<file path="src/dacrb_defines.vh">
`ifndef DACRB_DEFINES_VH
`define DACRB_DEFINES_VH

// ****************************************
// frame layout
// ****************************************
`define DACRB_FRAME_BITS 5'h18
`define DACRB_CMD_HI 23
`define DACRB_CMD_LO 16
`define DACRB_FIELD_HI 15
`define DACRB_FIELD_LO 7

// ****************************************
// special function codes (mode 00 + address)
// ****************************************
`define DACRB_CMD_NOP 8'h00
`define DACRB_CMD_READBACK 8'h05
`define DACRB_CMD_BANK_LOW 8'h06
`define DACRB_CMD_BANK_HIGH 8'h07
`define DACRB_CMD_BANK_BLOCK 8'h0B
`define DACRB_CMD_GPIO_CFG 8'h0D

// ****************************************
// readback field codes
// ****************************************
`define DACRB_RB_CHAN_FIRST 6'h08
`define DACRB_RB_CHAN_LAST 6'h17
`define DACRB_RB_CONTROL 8'h01
`define DACRB_RB_OFFSET_ZERO 8'h02
`define DACRB_RB_OFFSET_ONE 8'h03
`define DACRB_RB_BANK_LOW 8'h06
`define DACRB_RB_BANK_HIGH 8'h07
`define DACRB_RB_GPIO 8'h0B

// ****************************************
// lookup selectors for externally held registers
// ****************************************
`define DACRB_SEL_INPUT_PRIMARY 3'h0
`define DACRB_SEL_INPUT_ALTERNATE 3'h1
`define DACRB_SEL_OFFSET_TRIM 3'h2
`define DACRB_SEL_GAIN_TRIM 3'h3
`define DACRB_SEL_CONTROL 3'h4
`define DACRB_SEL_OFFSET_ZERO 3'h5
`define DACRB_SEL_OFFSET_ONE 3'h6
`define DACRB_SEL_NONE 3'h7

// ****************************************
// reset values
// ****************************************
`define DACRB_BANK_RESET 8'h00

`endif

</file>
<file path="src/dacrb_readback.v">
// What this block does
// - top bits 000/001/010/011 select input primary, input alternate, offset trim or gain trim, with channel code 001000..010111 in bits twelve to seven.
// - with the top field bit set, code 01 picks control, 02/03 the offset data registers, 06/07 the bank select registers.
// - code 1 then 00001011 returns the general-purpose pin level in bit zero.
// - bits six to zero of a readback request never change which register is returned.
// - bank select low bits map to channels 7..0, high bits to 15..8; a cleared bit selects the first secondary register.
// - a set bank select bit selects the alternate secondary register.
// - a readback request frame is followed by a second frame during which the data is shifted out.
// - a block write of zeros clears every bank bit, of ones sets every bank bit.
`include "dacrb_defines.vh"

module dacrb_readback (
   input wire core_clk,
   input wire rst,
   input wire sclk,
   input wire sync_n,
   input wire sdi,
   output wire sdo,
   input wire gpio_in,
   output wire gpio_out,
   output wire gpio_oe,
   output wire [15:0] bank_use_second,
   output wire lookup_req,
   output wire [2:0] lookup_sel,
   output wire [3:0] lookup_chan,
   input wire [15:0] lookup_data
);

   // ****************************************
   // readback field decode
   // ****************************************
   // returns {valid, selector[2:0], chan[3:0]}; frame bits six to zero never reach here
   function [7:0] rb_decode;
      input [8:0] field;
      reg [5:0] code;
      begin
         code = field[5:0];
         rb_decode = {1'b0, `DACRB_SEL_NONE, 4'h0};
         if (!field[8]) begin
            // trim types share the channel code of the input registers
            if (code >= `DACRB_RB_CHAN_FIRST && code <= `DACRB_RB_CHAN_LAST) begin
               rb_decode = {1'b1, field[8:6], code[3:0] - 4'h8};
            end
         end else begin
            case (field[7:0])
               `DACRB_RB_CONTROL: rb_decode = {1'b1, `DACRB_SEL_CONTROL, 4'h0};
               `DACRB_RB_OFFSET_ZERO: rb_decode = {1'b1, `DACRB_SEL_OFFSET_ZERO, 4'h0};
               `DACRB_RB_OFFSET_ONE: rb_decode = {1'b1, `DACRB_SEL_OFFSET_ONE, 4'h0};
               default: rb_decode = {1'b0, `DACRB_SEL_NONE, 4'h0};
            endcase
         end
      end
   endfunction

   // returns {hit, data}; only the bank select registers held inside this block and the pin level hit
   function [16:0] local_read;
      input [7:0] code;
      input [7:0] low;
      input [7:0] high;
      input pin;
      begin
         case (code)
            `DACRB_RB_BANK_LOW: local_read = {1'b1, 8'h00, low};
            `DACRB_RB_BANK_HIGH: local_read = {1'b1, 8'h00, high};
            `DACRB_RB_GPIO: local_read = {1'b1, 15'h0000, pin};
            default: local_read = {1'b0, 16'h0000};
         endcase
      end
   endfunction

   // ****************************************
   // frame capture
   // ****************************************
   reg sclk_d_r;
   reg sync_d_r;
   reg [23:0] rx_r;
   reg [4:0] cnt_r;
   reg [23:0] tx_r;
   reg [15:0] rb_data_r;
   reg fetch_r;
   reg [2:0] sel_r;
   reg [3:0] chan_r;
   reg [7:0] bank_low_r;
   reg [7:0] bank_high_r;
   reg gpio_dir_r;
   reg gpio_val_r;

   wire sclk_rise = sclk && !sclk_d_r;
   wire frame_start = !sync_n && sync_d_r;
   wire frame_end = sync_n && !sync_d_r;
   wire full_word = (cnt_r == `DACRB_FRAME_BITS);

   // ****************************************
   // frame decode
   // ****************************************
   wire frame_ok = frame_end && full_word;
   wire [7:0] cmd = rx_r[`DACRB_CMD_HI:`DACRB_CMD_LO];
   wire is_readback = frame_ok && (cmd == `DACRB_CMD_READBACK);
   // rx_r[6:0] deliberately not part of the field
   wire [8:0] field = rx_r[`DACRB_FIELD_HI:`DACRB_FIELD_LO];
   wire [7:0] dec = rb_decode(field);
   wire [16:0] loc = local_read(field[7:0], bank_low_r, bank_high_r, gpio_in);
   // with the top field bit clear the code is a channel request instead
   wire loc_hit = field[8] && loc[16];

   // saturates past a full word so that long frames never look complete
   localparam [4:0] CNT_TOP = 5'h1f;

   always @(posedge core_clk) begin
      if (rst) begin
         sclk_d_r <= 1'b0;
         sync_d_r <= 1'b1;
         rx_r <= 24'h00_0000;
         cnt_r <= 5'h00;
      end else begin
         sclk_d_r <= sclk;
         sync_d_r <= sync_n;
         if (sync_n) begin
            cnt_r <= 5'h00;
         end else if (sclk_rise) begin
            rx_r <= {rx_r[22:0], sdi};
            if (cnt_r != CNT_TOP) begin
               cnt_r <= cnt_r + 5'h01;
            end
         end
      end
   end

   // ****************************************
   // command execution
   // ****************************************
   // short or long frames are dropped whole, so a glitch cannot corrupt state
   always @(posedge core_clk) begin
      if (rst) begin
         bank_low_r <= `DACRB_BANK_RESET;
         bank_high_r <= `DACRB_BANK_RESET;
      end else if (frame_ok) begin
         case (cmd)
            `DACRB_CMD_BANK_LOW: bank_low_r <= rx_r[7:0];
            `DACRB_CMD_BANK_HIGH: bank_high_r <= rx_r[7:0];
            `DACRB_CMD_BANK_BLOCK: begin
               // any byte is copied to both halves; only 00 and ff are meaningful
               bank_low_r <= rx_r[7:0];
               bank_high_r <= rx_r[7:0];
            end
            default: begin
            end
         endcase
      end
   end

   // ****************************************
   // pin configuration
   // ****************************************
   // direction and level always arrive together in one frame
   always @(posedge core_clk) begin
      if (rst) begin
         gpio_dir_r <= 1'b0;
         gpio_val_r <= 1'b0;
      end else if (frame_ok && cmd == `DACRB_CMD_GPIO_CFG) begin
         gpio_dir_r <= rx_r[1];
         gpio_val_r <= rx_r[0];
      end
   end

   // ****************************************
   // readback request
   // ****************************************
   // external values are taken in the same cycle as the request pulse
   always @(posedge core_clk) begin
      if (rst) begin
         rb_data_r <= 16'h0000;
         fetch_r <= 1'b0;
         sel_r <= `DACRB_SEL_NONE;
         chan_r <= 4'h0;
      end else begin
         fetch_r <= 1'b0;
         if (fetch_r) begin
            rb_data_r <= lookup_data;
         end
         if (frame_start) begin
            rb_data_r <= 16'h0000;
         end
         if (is_readback) begin
            rb_data_r <= 16'h0000;
            if (dec[7]) begin
               fetch_r <= 1'b1;
               sel_r <= dec[6:4];
               chan_r <= dec[3:0];
            end else if (loc_hit) begin
               rb_data_r <= loc[15:0];
            end
         end
      end
   end

   // ****************************************
   // readback shifter
   // ****************************************
   // data sits in the low 16 bits of the returned word
   always @(posedge core_clk) begin
      if (rst) begin
         tx_r <= 24'h00_0000;
      end else if (frame_start) begin
         tx_r <= {8'h00, rb_data_r};
      end else if (!sync_n && sclk_rise) begin
         tx_r <= {tx_r[22:0], 1'b0};
      end
   end

   // ****************************************
   // outputs
   // ****************************************
   // the pad driver itself sits outside; only its controls leave here
   assign sdo = tx_r[23];
   assign gpio_out = gpio_val_r;
   assign gpio_oe = gpio_dir_r;
   assign bank_use_second = {bank_high_r, bank_low_r};
   assign lookup_req = fetch_r;
   assign lookup_sel = sel_r;
   assign lookup_chan = chan_r;

endmodule // dacrb_readback

</file>
<file path="config.mk">
export PLATFORM = sky130hd
export DESIGN_NAME = dacrb_readback
export DESIGN_NICKNAME = d
export VERILOG_FILES = /design/src/dacrb_readback.v
export VERILOG_INCLUDE_DIRS = /design/src
export SDC_FILE = /design/constraint.sdc
export NUM_CORES = 1
export LEC_CHECK = 0
export BUFFER_PORTS_ARGS = -buffer_cell sky130_fd_sc_hd__buf_2
export CORE_ASPECT_RATIO = 1.5
export CORE_MARGIN = 1.5
export CORE_UTILIZATION = 51
export DETAILED_ROUTE_END_ITERATION = 10
export GPL_TIMING_DRIVEN = 0
export PLACE_DENSITY_LB_ADDON = 0.05
export SYNTH_ARGS = -nofsm -noshare
export SYNTH_HDL_FRONTEND = slang
export SYNTH_SLANG_ARGS = --single-unit
</file>
<file path="constraint.sdc">
create_clock -name core_clk -period 2.76 [get_ports core_clk]
set_input_delay 0.138 -clock core_clk [delete_from_list [all_inputs] [get_ports core_clk]]
set_output_delay 0.138 -clock core_clk [all_outputs]
set_load 0.02 [all_outputs]
</file>
; ---- Yosys cells after proc, flatten, opt, wreduce, memory -nomap -nowiden
; Cells that the tools add are included.
[word_totals]
regBits = 97
output_inout_bits = 27
[op_classes]
reduce_logical = 24
magnitude_cmp = 2
add_sub_neg = 2
n_eq_ne = 13
bitwise = 2
n_mux = 12
[op_table]
columns = op, n
row1 = 2-to-1 mux 16 bit, 7
row2 = one-hot mux 17 bit (3 select lines), 1
row3 = equality test 8 x 3 -> 1 bit (second input constant), 5
row4 = equality test 8 x 4 -> 1 bit (second input constant), 3
row5 = one-hot mux 8 bit (3 select lines), 1
row6 = equality test 8 x 2 -> 1 bit (second input constant), 2
row7 = 2-to-1 mux 8 bit, 2
row8 = AND reduction 2 bit, 5
row9 = OR reduction 2 bit, 5
row10 = logical AND 1 bit, 9
row11 = equality test 8 x 1 -> 1 bit (second input constant), 1
row12 = greater-or-equal comparator 6 x 4 -> 1 bit (second input constant), 1
row13 = less-or-equal comparator 6 x 5 -> 1 bit (second input constant), 1
row14 = adder 5 x 1 -> 5 bit (second input constant), 1
row15 = equality test 5 bit (second input constant), 1
row16 = inequality test 5 bit (second input constant), 1
row17 = subtractor 4 bit (second input constant), 1
row18 = logical NOT 1 bit, 3
row19 = nonzero test 3 bit, 1
row20 = NOT 1 bit, 2
row21 = nonzero test 2 bit, 1
row22 = 2-to-1 mux 1 bit, 1

; ---- Logic depth before layout (Yosys ltp)
; Gate-level depths: netlist of run 1.
[logic_depth]
word_depth = 6
depth_mapped = 7
depth_no_buf = 7

; ---- Worst setup path after synthesis of run 1
; OpenSTA, ideal clock, no wires.
[synth_path]
kind = register to register
start = reg rx_r[20]
end = reg chan_r[3], in the netlist lookup_chan[3]
arrival_time_ps = 1942
path_buffers = 1
stages_incl_launch_ff = 6
slack_ps = 748
setup_time_ps = 70
period_less_slack_ps = 2012
t_required_ps = 2690
path_cell_list = dfxtp_1 or4b_4 or4_4 buf_6 or3_1 a21oi_1
[synth_between]
elab_chain_cells = 3
[synth_lines]
columns = element, line_no
row1 = from (decl), dacrb_readback.v:76  ; reg [23:0] rx_r;
row2 = from (signal assigned), dacrb_readback.v:121  ; rx_r <= {rx_r[22:0], sdi};
row3 = equality test 8 x 3 -> 1 bit (no line), -
row4 = logical AND 1 bit, dacrb_readback.v:98  ; wire is_readback = frame_ok && (cmd == `DACRB_CMD_READBACK);
row5 = AND reduction 2 bit (no line), -
row6 = to (signal assigned), dacrb_readback.v:189  ; chan_r <= dec[3:0];
row7 = to (decl), dacrb_readback.v:82  ; reg [3:0] chan_r;
; Every way passes these cells.
; A chain may end at the register's enable or synchronous reset.

; ---- Worst setup path after layout of run 1
[layout_path]
start = reg rx_r[20]
end = reg rb_data_r[6]
[layout_between]
elab_chain_cells = 3
word_cells_on_any_way = 4
cone_classes = eq/ne (1) / mux (1) / reduce/logical (2)
[layout_lines]
columns = element, line_no
row1 = equality test 8 x 3 -> 1 bit (no line) (*), -
row2 = logical AND 1 bit (*), dacrb_readback.v:98
row3 = nonzero test 3 bit (no line) / 2-to-1 mux 16 bit (equally long branches), -
row4 = to (signal assigned), dacrb_readback.v:179  ; rb_data_r <= lookup_data;
row5 = to (signal assigned), dacrb_readback.v:191  ; rb_data_r <= loc[15:0];
row6 = to (decl), dacrb_readback.v:79  ; reg [15:0] rb_data_r;
; Mark *: on every way between the ends. The rest lies on a longest branch, timed or not.

==> metrics.cfg, run 1 <==
[global_route]
grtUsageMet2_pct=38.4
gr-max-usage-layer=met2
grt_overflow=0
antenna_found_initial=0
grt_max_degree=16
grt_util_all_layers_pct=23.8
grt_pass1_vias=3187
met3_usage_pct=6.00
grt_use_met1_pct=30.0
grt_pass1_wl_um=15200

[routing]
route.detailed.drc=0
viasPerCell=5.47
first_pass_iters=4
drtIter0Drc=306
vias=3376
wl_per_cell_um=14.9
route.final.wire_length_um=9160
ant_nets=0

[clock_tree]
cts_tree=done
cts_htree_levels=3
cts_buffers=9
cts_root_buf=clkbuf_16
cts_resized=0
cts_hold_buffers=0
cts.sinks=97
clock_tree.buffer_depth=2
clock_latency_ns=0.34
cts_setup_buffers=0
clk_pin_slew_worst_paths_ns=0.07

[die]
fp.dieW_um=75.1
coreArea_mm2=0.00756
dieArea_mm2=0.00834
ios=49
rows=39
start_util_pct=52.5
die_h_um=111

[synth]
syn-num-nets=476
synth-edff-count=0
ys_async_sr_fraction_pct=0
synth_ff_type=dfxtp_1
syn_area_per_cell_um2=8.81
ys_types=43
ys_warn_count=0
ys_ff_latch=97
synth_cells=451
synthesis.area_mm2=0.00397
synth-seq-area-share_pct=48.9

[min_path]
worstHoldPathType=input pin to flop

[worst_setup_path]
endpoint_kind=flop
crit_path_max_fanout=10
startpoint_type=flop
critPathKind=flop to flop
cp.arrival_ns=2.43
worstPathRequired_ns=3.01

[layout]
diodes=0
num-nets-final=535
fillers=706
instances_no_fill=617
drive_above_1_share_pct=15.9
syn2layout_area_growth_pct=15.9

[timing]
fin_skew_ns=0.00640
worst_pin_slew_ns=0.850
rsz0062_at_grt=false
finalSetupTns_ns=0
final_max_slew_viol_count=0
worst_hold_slack_ns=0.0271
relSlewSlack_pct=43.2
fmax_ghz=0.459
setup_viol=0
finalCritPeriodShare_pct=79.0
hold_viol_final=0
post-route-min-period_ns=2.18

[power]
p_leak_uw=0.00172
power.density_mw_per_mm2=581
peakVddDrop_mv=0.390

[placed_design]
place_congestion=0.853
hpwl_um=6650
dp.cells=601
portBuffers=48

[outcome]
status=complete, no violations

[flow_run]
maxCapViolations=0

## state kept, by name, summed over array words and instances (netlist names)
name / count
lookup_sel: 3
sync_d_r: 1
tx_r: 24
sclk_d_r: 1
rx_r: 24
gpio_out: 1
bank_low_r: 8
cnt_r: 5
lookup_req: 1
gpio_oe: 1
bank_high_r: 8
rb_data_r: 16
lookup_chan: 4
## path summary, 6_finish.rpt
kind / startpoint / endpoint / slack (ns) / cells past startpoint
max: rx_r[20]$_SDFFE_PP0P_ / rb_data_r[6]$_SDFFE_PP0P_ / 0.58 / 5
min: sdi / rx_r[0]$_SDFFE_PP0P_ / 0.03 / 3
max reg2reg: rx_r[20]$_SDFFE_PP0P_ / rb_data_r[6]$_SDFFE_PP0P_ / 0.58 / 5
min reg2reg: tx_r[23]$_SDFFE_PP0P_ / tx_r[23]$_SDFFE_PP0P_ / 0.45 / 2
## power breakdown
| part | internal (uW) | switching [uW] | leakage [uW] |
|---|---|---|---|
| logic | 39.3 | 80.3 | 0.000815 |
| registers | 1410 | 9.17 | 0.000784 |
| clock network | 613 | 521 | 0.000123 |
| total | 2070 | 611 | 0.00172 |
## cells in the mapped netlist, drive strengths merged (2+ instances only)
library cell,count,area (um^2)
buf,4,28.8
a21oi,39,195
a222oi,15,150
nand4,9,56.3
and3,2,12.5
inv,3,11.3
clkbuf,28,106
dfxtp,97,1940
nor2,42,158
nor2b,5,31.3
xor2,5,43.8
mux2,8,90.1
nand2b,10,62.6
o21bai,2,15.0
ha,3,37.5
nor3,3,15.0
nand3b,2,15.0
nand4b,2,17.5
a221oi,8,70.1
nand3,15,75.1
mux2i,27,270
and4b,2,20.0
nor4,2,18.8
nand2,93,349
or2,3,18.8
o21ai,9,45.0
o311ai,2,17.5
## layer usage
layer	up-vias	part of all wire, %
met5	-	0
met2	85	50
met1	1577	44
met4	0	2.1
li1	1699	-
met3	15	3.8
## placed cells by master (no fill, tap or decap), types with 3 or more instances in the layout
master / instances
dfxtp_1: 97
nand2_1: 93
buf_2: 50
nor2_1: 42
a21oi_1: 39
clkbuf_1: 30
mux2i_1: 27
nand3_1: 15
a222oi_1: 15
nand2b_1: 10
nand4_1: 9
o21ai_0: 9
clkbuf_16: 9
mux2_2: 8
a221oi_1: 8
nor2b_1: 5
xor2_1: 5
or2_2: 3
nor3_1: 3
ha_1: 3
## stage by stage
| stage | instance area, um^2 | setup WS [ns] | util (%) | power [uW] |
|---|---|---|---|---|
| 4_1_cts | 4600 | 0.567 | 60.9 | 2710 |
| 6_report | 4600 | 0.580 | 60.9 | 2680 |
| 5_1_grt | 4600 | 0.410 | 60.9 | 2780 |
| 2_1_floorplan | 3970 | 0.748 | - | 1530 |
| 3_3_place_gp | 4340 | 0.596 | 57.4 | 1570 |
| 3_5_place_dp | 4340 | 0.586 | 57.4 | 1570 |
## critical path: stages, from the launching register on
cell      delay (ns)
dfxtp_1         0.32
or4b_4          0.56
nor4_2          0.43
buf_2           0.30
nand4_1         0.15
a221oi_1        0.32
## kinds of logic after synthesis
family	synth area share [%]
fa+ha+maj	0.945
xor+xnor	1.32
buf+inv	3.69
simple gates	23.3
compound gates	12.8
mux	9.07
flops	48.9
## area by class of cell
type	instances	area, um^2	area share [%]
Buffer	32	135	2.93
Tap cell	102	128	2.77
Clock buffer	12	236	5.14
Timing Repair Buffer	48	240	5.22
Multi-Input combinational cell	319	1880	40.9
Sequential cell	97	1940	42.2
Inverter	3	11.3	0.245
Clock inverter	4	28.8	0.625
Note: power is estimated with default switching activity, not from simulation.
==> run 2, diff against run 1 <==
==> constraint.sdc (replaced) <==
create_clock -name core_clk -period 2.15 [get_ports core_clk]
set_input_delay 0.1075 -clock core_clk [delete_from_list [all_inputs] [get_ports core_clk]]
set_output_delay 0.1075 -clock core_clk [all_outputs]
set_load 0.02 [all_outputs]
==> metrics.cfg, run 2 (synthesis gave the netlist of run 1 again) <==
[outcome]
status=complete, no violations

[die]
rows=39  ; unchanged
die_h_um=111  ; unchanged
ios=49  ; unchanged
start_util_pct=52.5  ; unchanged
dieArea_mm2=0.00834  ; unchanged
fp.dieW_um=75.1  ; unchanged
coreArea_mm2=0.00756  ; unchanged

[clock_tree]
cts_htree_levels=3  ; unchanged
cts_buffers=9  ; unchanged
cts.sinks=97  ; unchanged
cts_root_buf=clkbuf_16
clock_latency_ns=0.35  ; about the same
clk_pin_slew_worst_paths_ns=0.07  ; about the same
clock_tree.buffer_depth=2  ; unchanged
cts_tree=done

[layout]
multi_input_area_mm2=0.00190  ; +1.1%
seq_area_mm2=0.00194  ; unchanged
fillers=682  ; -3.4%
top_regs=rx_r: 24 flops, tx_r: 24 flops, rb_data_r: 16 flops
diodes=0  ; unchanged
utilization_pct=62.6  ; +1.7 points
syn2layout_area_growth_pct=19.2
drive_above_1_share_pct=16.9  ; +1.0 points
num-nets-final=546  ; +2.1%
layout_commonest_cell=dfxtp_1
final_cell_mix=97 x dfxtp_1, 93 x nand2_1, 51 x buf_2, 41 x nor2_1, 38 x a21oi_1

[routing]
route.final.wire_length_um=9320  ; +1.7%
wl_per_cell_um=14.8  ; about the same
route.detailed.drc=0  ; unchanged
vias=3458  ; +2.4%
viasPerCell=5.51  ; +0.63%
first_pass_iters=5  ; +1
ant_nets=0  ; unchanged
drtIter0Drc=317  ; +3.6%

[power]
p_leak_uw=0.00178  ; +3.2%
p_switching_uw=790  ; +29%
p_int_uw=2660  ; +29%
power.density_mw_per_mm2=730  ; +26%
totalPowerFinal_uw=3450  ; +29%
switching_share_pct=22.9  ; +0.063 points
combPwrFrac_pct=4.9  ; +0.4 points
peakVddDrop_mv=0.499  ; +28%
seq_power_share_pct=52.9  ; -0.2 points
clock_power_share_pct=42.2  ; -0.2 points

[flow_run]
maxCapViolations=0  ; unchanged

[timing]
post-route-min-period_ns=2.14  ; -0.0422 ns
setup_slack_ns=0.0119  ; -0.568 ns
worst_hold_slack_ns=0.0212  ; -0.00592 ns
rsz0062_at_grt=true
finalCritPeriodShare_pct=99.4  ; +20 points
worst_pin_slew_ns=0.785  ; -0.0648 ns
relSlewSlack_pct=47.2  ; +4.0 points
fmax_ghz=0.468  ; +2.0%
finalSetupTns_ns=0  ; unchanged
hold_viol_final=0  ; unchanged
final_max_slew_viol_count=0  ; unchanged
fin_skew_ns=0.00826  ; +0.00186 ns
setup_viol=0  ; unchanged

[placed_design]
portBuffers=48  ; unchanged
place_congestion=0.853  ; unchanged
hpwl_um=6650  ; unchanged
place_ws_ns=-0.0241  ; -0.610 ns

[global_route]
grt_max_degree=16  ; unchanged
grt_pass1_wl_um=15200  ; +0.55%
grt_pass1_vias=3213  ; +0.82%
grt_util_all_layers_pct=23.9  ; +0.13 points
antenna_found_initial=0  ; unchanged
grt_overflow=0  ; unchanged

[worst_setup_path]
endpoint_kind=flop
startpoint_type=flop
reg2reg_setup_slack_ns=0.01  ; -0.57 ns
worstPathRequired_ns=2.43  ; -0.58 ns
cp.arrival_ns=2.42  ; about the same
critPathKind=flop to flop
crit_path_max_fanout=10  ; unchanged

[min_path]
worstHoldPathType=input pin to flop

## run 2: metal layers
metal | track usage (%) | part of all wire, % | vias to the layer above
met4 | 8.36 | 2.0 | 0
met3 | 5.91 | 4.4 | 14
met5 | 0 | 0 | -
met1 | 30.1 | 43 | 1624
li1 | - | - | 1728
met2 | 38.8 | 50 | 92
## run 2: power by group through the flow
stage	Combinational, uW	Sequential [uW]	Clock [uW]
4_1_cts	167	1830	1490
2_1_floorplan	97.3	1860	0
3_3_place_gp	152	1870	0
5_1_grt	186	1830	1570
3_5_place_dp	154	1870	0
6_report	168	1830	1460
## run 2: area by class of cell
class / count / share of cell area (%)
Sequential cell: 97 / 41.0
Multi-Input combinational cell: 319 / 40.2
Timing Repair Buffer: 59 / 7.30
Clock buffer: 12 / 5.00
Buffer: 32 / 2.91
Tap cell: 102 / 2.70
Clock inverter: 4 / 0.608
Inverter: 3 / 0.238
## run 2: worst max-delay path, stage by stage, from the launching register on
cell and delay [ns]:
dfxtp_1 0.33, or4b_4 0.58, or4_4 0.50, buf_6 0.16, or3_1 0.36, a21oi_2 0.13
## run 2: timing repair
item,CTS,global route
endpoints found under the hold margin,9,0
gates cloned,0,0
hold buffers,9,0
setup buffers,0,2
pin swaps,0,1
gates resized for setup,1,8
setup endpoints to repair,4,41
## run 2: path summary, 6_finish.rpt
| kind | to | cells past startpoint | start |
|---|---|---|---|
| min | rb_data_r[8]$_SDFFE_PP0P_ | 3 | lookup_data[8] |
| min reg2reg | tx_r[23]$_SDFFE_PP0P_ | 2 | tx_r[23]$_SDFFE_PP0P_ |
| max reg2reg | lookup_chan[3]$_SDFFE_PP0P_ | 5 | rx_r[20]$_SDFFE_PP0P_ |
| max | lookup_chan[3]$_SDFFE_PP0P_ | 5 | rx_r[20]$_SDFFE_PP0P_ |
## run 2: metrics by stage
stage | instances | cell area [um^2]
2_1_floorplan | 451 | 3970
4_1_cts | 626 | 4700
3_3_place_gp | 601 | 4340
6_report | 628 | 4730
5_1_grt | 628 | 4730
3_5_place_dp | 601 | 4340
